==> config.mk <==
export PLATFORM = sky130hd
export DESIGN_NAME = fpdc_power_ctrl
export DESIGN_NICKNAME = d
export VERILOG_FILES = /design/src/fpdc_pkg.sv /design/src/fpdc_power_ctrl.sv
export SDC_FILE = /design/constraint.sdc
export NUM_CORES = 1
export LEC_CHECK = 0
export BUFFER_PORTS_ARGS = -buffer_cell sky130_fd_sc_hd__buf_2
export CORE_UTILIZATION = 40
export DETAILED_ROUTE_END_ITERATION = 10
export MAX_ROUTING_LAYER = met4
export SLEW_MARGIN = 20
export SYNTH_ARGS = -nofsm -noshare
export SYNTH_HDL_FRONTEND = slang
export SYNTH_SLANG_ARGS = --single-unit
==> constraint.sdc <==
create_clock -name sys_clk_in -period 25.5 [get_ports sys_clk_in]
set_input_delay 2.55 -clock sys_clk_in [delete_from_list [all_inputs] [get_ports sys_clk_in]]
set_output_delay 2.55 -clock sys_clk_in [all_outputs]
set_load 0.03 [all_outputs]
==> src/fpdc_pkg.sv <==
// package: register map, field positions and timing constants for power-down control
package fpdc_pkg;
   localparam int unsigned CLK_HZ = 10_000_000;
   localparam logic [3:0] REG_PDN_ADDR = 4'h0;
   localparam logic [3:0] REG_REF1_ADDR = 4'h1;
   localparam logic [3:0] REG_REF3_ADDR = 4'h3;
   localparam logic [3:0] REG_STAT_ADDR = 4'h4;
   localparam int BIT_AMP_FAST = 0;
   localparam int BIT_AMP_FULL = 1;
   localparam int BIT_CONV_FAST = 2;
   localparam int BIT_CONV_FULL = 3;
   localparam int BIT_ATT_GAIN = 4;
   localparam int BIT_PREAMP = 5;
   localparam int BIT_REF1_EXT = 13;
   localparam int BIT_REF3_EXT = 15;
   localparam logic [15:0] REG_RESET_VAL = 16'h0000;
   localparam int unsigned AMP_WAKE_NS = 2000;
   localparam int unsigned CONV_WAKE_NS = 1000;
   localparam int unsigned ENTRY_MAX_NS = 1000;
   localparam int unsigned AMP_WAKE_CYC = (AMP_WAKE_NS * (CLK_HZ / 1_000_000) + 999) / 1000;
   localparam int unsigned CONV_WAKE_CYC = (CONV_WAKE_NS * (CLK_HZ / 1_000_000) + 999) / 1000;
   localparam int unsigned ENTRY_MAX_CYC = (ENTRY_MAX_NS * (CLK_HZ / 1_000_000)) / 1000;
   localparam int unsigned WAKE_PCT_DIV = 100;
   localparam int CNT_W = 24;
   localparam int NUM_CONV = 8;
   typedef enum logic [1:0] {
      FPDC_AWAKE = 2'b00,
      FPDC_ASLEEP = 2'b01,
      FPDC_WAKING = 2'b10
   } fpdc_wake_e;
endpackage : fpdc_pkg

==> src/fpdc_power_ctrl.sv <==
// power-down combining, wake timing, reference select and sample clock fan-out
//
// Design decisions made here: the register addresses and the strobed register port.
`timescale 1ns/1ps
//Function
// - each block's power-down is the OR of every pin and register control covering it
// - global pin or either full-sleep bit switches everything off, references included
// - amplifier chain may sleep alone while converters and serial output keep running
// - configuration registers keep their contents through every power-down mode
// - partial sleep keeps references and serial frame and bit clocks running
// - partial sleep entered by chain or converter pins or fast-sleep bits
// - chain wakes after max of 2 us or 1% of sleep; converters after 1 us
// - power-down entry takes effect in under 1.0 us
// - external reference only when register 3 bit 15 and register 1 bit 13 set
// - one sampling clock feeds eight converters through equal-delay paths
module fpdc_power_ctrl
   import fpdc_pkg::*;
(
   input wire logic sys_clk_in,
   input wire logic rst_n_in,
   input wire logic global_sleep_pin_in,
   input wire logic amp_chain_sleep_pin_in,
   input wire logic converter_sleep_pin_in,
   input wire logic [3:0] addr_in,
   input wire logic [15:0] wdata_in,
   input wire logic wr_in,
   input wire logic rd_in,
   output logic [15:0] rdata_out,
   output logic preamp_off_out,
   output logic att_gain_off_out,
   output logic converter_off_out,
   output logic reference_off_out,
   output logic serial_clk_off_out,
   output logic amp_ready_out,
   output logic conv_ready_out,
   output logic ext_ref_out,
   output logic [NUM_CONV-1:0] conv_sample_clk_out
);
   logic [2:0] pin_s1_reg;
   logic [2:0] pin_s2_reg;
   logic [15:0] pdn_reg;
   logic [15:0] ref1_reg;
   logic [15:0] ref3_reg;
   logic glob_pd;
   logic amp_pd;
   logic conv_pd;
   logic full_pd;
   logic preamp_pd;
   logic att_pd;
   fpdc_wake_e amp_st_reg;
   fpdc_wake_e conv_st_reg;
   logic [CNT_W-1:0] amp_sleep_cnt_reg;
   logic [CNT_W-1:0] amp_wake_cnt_reg;
   logic [CNT_W-1:0] conv_wake_cnt_reg;
   logic [CNT_W-1:0] amp_wake_need;
   logic [CNT_W-1:0] pct_cyc;
   logic sample_clk_reg;

   // pins come from outside the clock domain
   always_ff @(posedge sys_clk_in) begin
      if (!rst_n_in) begin
         pin_s1_reg <= 3'h0;
         pin_s2_reg <= 3'h0;
      end else begin
         pin_s1_reg <= {converter_sleep_pin_in, amp_chain_sleep_pin_in, global_sleep_pin_in};
         pin_s2_reg <= pin_s1_reg;
      end
   end

   // register writes; contents never touched by power-down state
   always_ff @(posedge sys_clk_in) begin
      if (!rst_n_in) begin
         pdn_reg <= REG_RESET_VAL;
         ref1_reg <= REG_RESET_VAL;
         ref3_reg <= REG_RESET_VAL;
      end else if (wr_in) begin
         case (addr_in)
            REG_PDN_ADDR: pdn_reg <= wdata_in;
            REG_REF1_ADDR: ref1_reg <= wdata_in;
            REG_REF3_ADDR: ref3_reg <= wdata_in;
            default: ;
         endcase
      end
   end

   assign glob_pd = pin_s2_reg[0];
   assign full_pd = glob_pd | pdn_reg[BIT_AMP_FULL] | pdn_reg[BIT_CONV_FULL];
   assign amp_pd = full_pd | pin_s2_reg[1] | pdn_reg[BIT_AMP_FAST];
   assign conv_pd = full_pd | pin_s2_reg[2] | pdn_reg[BIT_CONV_FAST];
   assign preamp_pd = amp_pd | pdn_reg[BIT_PREAMP];
   assign att_pd = amp_pd | pdn_reg[BIT_ATT_GAIN];

   // outputs registered: one cycle entry from a register bit, three from a pin, well inside the entry limit
   always_ff @(posedge sys_clk_in) begin
      if (!rst_n_in) begin
         preamp_off_out <= 1'b0;
         att_gain_off_out <= 1'b0;
         converter_off_out <= 1'b0;
         reference_off_out <= 1'b0;
         serial_clk_off_out <= 1'b0;
         ext_ref_out <= 1'b0;
      end else begin
         preamp_off_out <= preamp_pd;
         att_gain_off_out <= att_pd;
         converter_off_out <= conv_pd;
         reference_off_out <= full_pd;
         serial_clk_off_out <= full_pd;
         ext_ref_out <= ref3_reg[BIT_REF3_EXT] & ref1_reg[BIT_REF1_EXT];
      end
   end

   // read port, data one cycle after the strobe
   always_ff @(posedge sys_clk_in) begin
      if (!rst_n_in) begin
         rdata_out <= 16'h0000;
      end else if (rd_in) begin
         case (addr_in)
            REG_PDN_ADDR: rdata_out <= pdn_reg;
            REG_REF1_ADDR: rdata_out <= ref1_reg;
            REG_REF3_ADDR: rdata_out <= ref3_reg;
            REG_STAT_ADDR: rdata_out <= {10'h000, ext_ref_out, conv_ready_out,
               amp_ready_out, converter_off_out, att_gain_off_out, preamp_off_out};
            default: rdata_out <= 16'h0000;
         endcase
      end else begin
         rdata_out <= 16'h0000;
      end
   end

   // wake time scales with sleep time; counter saturates rather than wraps
   assign pct_cyc = amp_sleep_cnt_reg / CNT_W'(WAKE_PCT_DIV);
   assign amp_wake_need = (pct_cyc > CNT_W'(AMP_WAKE_CYC)) ? pct_cyc : CNT_W'(AMP_WAKE_CYC);

   always_ff @(posedge sys_clk_in) begin
      if (!rst_n_in) begin
         amp_st_reg <= FPDC_AWAKE;
         amp_sleep_cnt_reg <= '0;
         amp_wake_cnt_reg <= '0;
      end else if (amp_pd) begin
         amp_st_reg <= FPDC_ASLEEP;
         amp_wake_cnt_reg <= '0;
         if (amp_st_reg != FPDC_ASLEEP) begin
            amp_sleep_cnt_reg <= CNT_W'(1);
         end else if (amp_sleep_cnt_reg != '1) begin
            amp_sleep_cnt_reg <= amp_sleep_cnt_reg + CNT_W'(1);
         end
      end else begin
         case (amp_st_reg)
            FPDC_ASLEEP: begin
               amp_st_reg <= FPDC_WAKING;
               amp_wake_cnt_reg <= CNT_W'(1);
            end
            FPDC_WAKING: begin
               if (amp_wake_cnt_reg >= amp_wake_need) begin
                  amp_st_reg <= FPDC_AWAKE;
               end else begin
                  amp_wake_cnt_reg <= amp_wake_cnt_reg + CNT_W'(1);
               end
            end
            default: amp_st_reg <= FPDC_AWAKE;
         endcase
      end
   end

   always_ff @(posedge sys_clk_in) begin
      if (!rst_n_in) begin
         conv_st_reg <= FPDC_AWAKE;
         conv_wake_cnt_reg <= '0;
      end else if (conv_pd) begin
         conv_st_reg <= FPDC_ASLEEP;
         conv_wake_cnt_reg <= '0;
      end else begin
         case (conv_st_reg)
            FPDC_ASLEEP: begin
               conv_st_reg <= FPDC_WAKING;
               conv_wake_cnt_reg <= CNT_W'(1);
            end
            FPDC_WAKING: begin
               if (conv_wake_cnt_reg >= CNT_W'(CONV_WAKE_CYC)) begin
                  conv_st_reg <= FPDC_AWAKE;
               end else begin
                  conv_wake_cnt_reg <= conv_wake_cnt_reg + CNT_W'(1);
               end
            end
            default: conv_st_reg <= FPDC_AWAKE;
         endcase
      end
   end

   always_ff @(posedge sys_clk_in) begin
      if (!rst_n_in) begin
         amp_ready_out <= 1'b0;
         conv_ready_out <= 1'b0;
      end else begin
         amp_ready_out <= (amp_st_reg == FPDC_AWAKE) & ~amp_pd;
         conv_ready_out <= (conv_st_reg == FPDC_AWAKE) & ~conv_pd;
      end
   end

   // sample clock: divided from sys_clk; host must run it long before use
   always_ff @(posedge sys_clk_in) begin
      if (!rst_n_in) begin
         sample_clk_reg <= 1'b0;
      end else begin
         sample_clk_reg <= ~sample_clk_reg;
      end
   end

   // identical flop per converter keeps every branch the same depth
   genvar gi;
   generate
      for (gi = 0; gi < NUM_CONV; gi++) begin : g_tree
         always_ff @(posedge sys_clk_in) begin
            if (!rst_n_in) begin
               conv_sample_clk_out[gi] <= 1'b0;
            end else begin
               conv_sample_clk_out[gi] <= sample_clk_reg;
            end
         end
      end
   endgenerate
endmodule : fpdc_power_ctrl

==> metrics.md <==
| Metric | Value |
|---|---|
| Maxcap violations | `0` |
| Post-cts hold buffer count | `0` |
| First-pass GRT wire length | `44900 µm` |
| Unique cell type count in the Yosys netlist | `111` |
| Clock Tree Buf Depth | `2` |
| Vias in the first global route | `9184` |
| Final period util | `0.622` |
| Max incr delay on CP | `0.81 ns` |
| Leak | `0.00410 µW` |
| Critical path endpoint | `amp_wake_cnt_reg[23]$_SDFFE_PP0P_` |
| TritonCTS clock tree | `built` |
| Pwr Density | `44.8 nW/µm²` |
| Number of clock sinks | `155` |
| Worst setup EP type | `flop` |
| WS Path Type | `flop to flop` |
| R2r worst-path depth | `62` |
| Final setup fails | `0` |
| Global Route Usage Sum | `0.207` |
| Synth Net Count | `1410` |
| DR DRC count | `0` |
| RSZ-0062 raised after global routing | `false` |
| Highest Clock Rate | `63.1 MHz` |
| ANT cells | `0` |
| Top cells by area, synth | `dfxtp_1, nand2_1, nor2_1` |
| Cell Area, Synth | `10600 µm²` |
| DR vias/cell | `5.76` |
| CP Max Fanout | `25` |
| Max_slew headroom | `0.326` |
| Placed Cells | `1680` |
| Die span in y | `165 µm` |
| Most common cell in the netlist | `nand2_1` |
| Avg Inst Size Synth | `7.78 µm²` |
| Hold Path Class | `flop to flop` |
| R2r startpoint | `amp_sleep_cnt_reg[23]$_SDFFE_PN0P_` |
| Yosys top cell area share | `0.293` |
| GPL Wtd Cong | `0.911` |
| Clock root buffer | `clkbuf_16` |
| Layout cell share with drive strength beyond 1 | `0.122` |
| Req. time, crit path | `25.78 ns` |
| Clock transition at path regs | `0.06 ns` |
| Layout fillers | `2645` |
| Core area | `26000 µm²` |
| Hold path startpoint | `sample_clk_reg$_SDFF_PN0_` |
| Sequential fraction of the synthesis area | `0.293` |
| Final hold vios | `0` |
| Port bufs | `58` |
| CP Launch Type | `flop` |
| Post-synth EDFFs | `0` |
| Yosys top cell by area | `dfxtp_1` |
| Min Tclk post-route | `15.86 ns` |
| Drt first pass iters | `6` |
| Yosys reg bits | `155` |
| WL/cell | `15.5 µm` |
| Area of the multi-input gates | `7020 µm²` |
| CTS Buf Count | `17` |
| Grt ovf | `0` |
| Reg2reg setup slack | `9.64 ns` |
| FP Rows | `59` |
| Non-filler cells, final | `1711` |
| Fin Clk Skew | `0.00734 ns` |
| # resized after CTS | `0` |
| Vias | `9860` |
| Arrival @ worst endpoint | `16.14 ns` |
| Die area | `27100 µm²` |
| Initial antenna violation count | `0` |
| # IOs | `59` |
| Syn. warnings | `0` |
| H-tree lvl count | `4` |
| Status | `completed` |
| Antenna Violating Nets Remaining | `0` |
| Hold Path Stages | `1` |
| First DRT Iteration DRCs | `848` |
| Worst vdd ir | `0.0000498 V` |
| Largest net degree at the start of global routing | `71` |
| Synth cell count leaders | `nand2_1, dfxtp_1, nor2_1, nand3_1` |
| Clock latency on the worst-skew pair | `0.42 ns` |
| Area grow syn2layout | `9.41%` |
| Final hold slack | `0.412 ns` |
| Setup TNS | `0 ns` |
| Post-CTS Setup Inserts | `0` |
| Ys flop type | `dfxtp_1` |
| Final Max Slew Viols | `0` |
| Actual slew at the worst max-slew pin | `1.01 ns` |
| Crit-path slowest cell | `dfxtp_1` |
| FFs w/ async S/R, synth | `0` |
| Register area | `3100 µm²` |
| Initial core utilization | `0.407` |
| Critical R2R Capture | `amp_wake_cnt_reg[23]$_SDFFE_PP0P_` |
| Mapped Cells | `1360` |
| Die Width | `165 µm` |
| DP Wirelength | `18900 µm` |
| Final WL | `26500 µm` |
| Net count, final | `1414` |
| Critical Path Start | `amp_sleep_cnt_reg[23]$_SDFFE_PN0P_` |
==> metrics by stage <==
step	worst slack (ns)	util	power (µW)	area, µm²
floorplan	12.34	-	268	10600
global placement	9.88	0.423	277	11000
detailed placement	9.79	0.423	277	11000
CTS	9.72	0.445	524	11600
global route	7.97	0.446	538	11600
finish	9.64	0.446	519	11600
==> cells in the final DEF (no fill, tap or decap), types with 6 or more instances in the layout <==
cell and count:
buf_2 58, o21ai_1 17, o21ai_0 44, dfxtp_1 155, a21oi_1 53, or2_1 7
nor4_1 19, or2_2 9, o21a_1 6, nor2_1 126, clkbuf_16 17, a21o_1 9
nor2b_1 18, nand4_1 25, a22oi_1 16, nand2_1 183, a31oi_1 14, a211oi_1 18
or3_1 17, o31ai_1 7, a222oi_1 10, ha_1 23, inv_6 7, and2_1 49
xnor2_1 39, o211ai_1 13, o211a_1 6, mux2_2 16, a21boi_0 53, mux2i_1 16
nand3_1 54, nand2b_1 16, xor2_1 12, nor3_1 36, inv_1 33, and3_1 14
==> logic make-up (layout without fill, tap and decap cells) <==
family / count (synthesis) / in the layout / share of synthesized area
XOR/XNOR: 54 / 54 / 0.0468
adder cells (fa/ha/maj): 25 / 25 / 0.0291
flip-flops: 155 / 155 / 0.293
AND/OR/NAND/NOR: 605 / 605 / 0.283
multiplexers: 35 / 35 / 0.0359
AO/OA/AOI/OAI: 373 / 373 / 0.266
buffers and inverters: 113 / 129 / 0.0460
==> metal layers <==
layer	vias up	share of wire	global-route usage
met5	-	0	-
met4	0	0.011	0.0492
met3	31	0.040	0.0316
met2	251	0.46	0.330
met1	4605	0.49	0.274
li1	4973	-	-
==> critical path, delay by kind of cell (launching register included) <==
kind	cells	cell delay (ns)
AOI/OAI and AO/OA	30	8.39
and+or+nand+nor	24	4.39
muxes	4	1.38
DFF	1	0.81
xor gates and xnor gates	2	0.32
adders and majority gates	1	0.27
buffers and inverters	1	0.15
==> area by class of cell <==
class	count	share of cell area
sequential	155	0.268
timing repair buffer	63	0.0283
clock buffer	17	0.0367
clock inverter	14	0.0129
multi-input combinational	1092	0.607
inverter	35	0.0113
tap	335	0.0362
==> worst min-delay path by stage <==
stage                                      to
floorplan           sample_clk_reg$_SDFF_PN0_
global placement    sample_clk_reg$_SDFF_PN0_
detailed placement  sample_clk_reg$_SDFF_PN0_
CTS                 sample_clk_reg$_SDFF_PN0_
global route        sample_clk_reg$_SDFF_PN0_
finish              sample_clk_reg$_SDFF_PN0_
==> power by group <==
group / switching (µW) / internal, µW / total (µW)
registers: 2.09 / 245 / 247
clock network: 110 / 138 / 248
logic: 16.4 / 7.53 / 24.0
(Power assumes the default switching activity.)
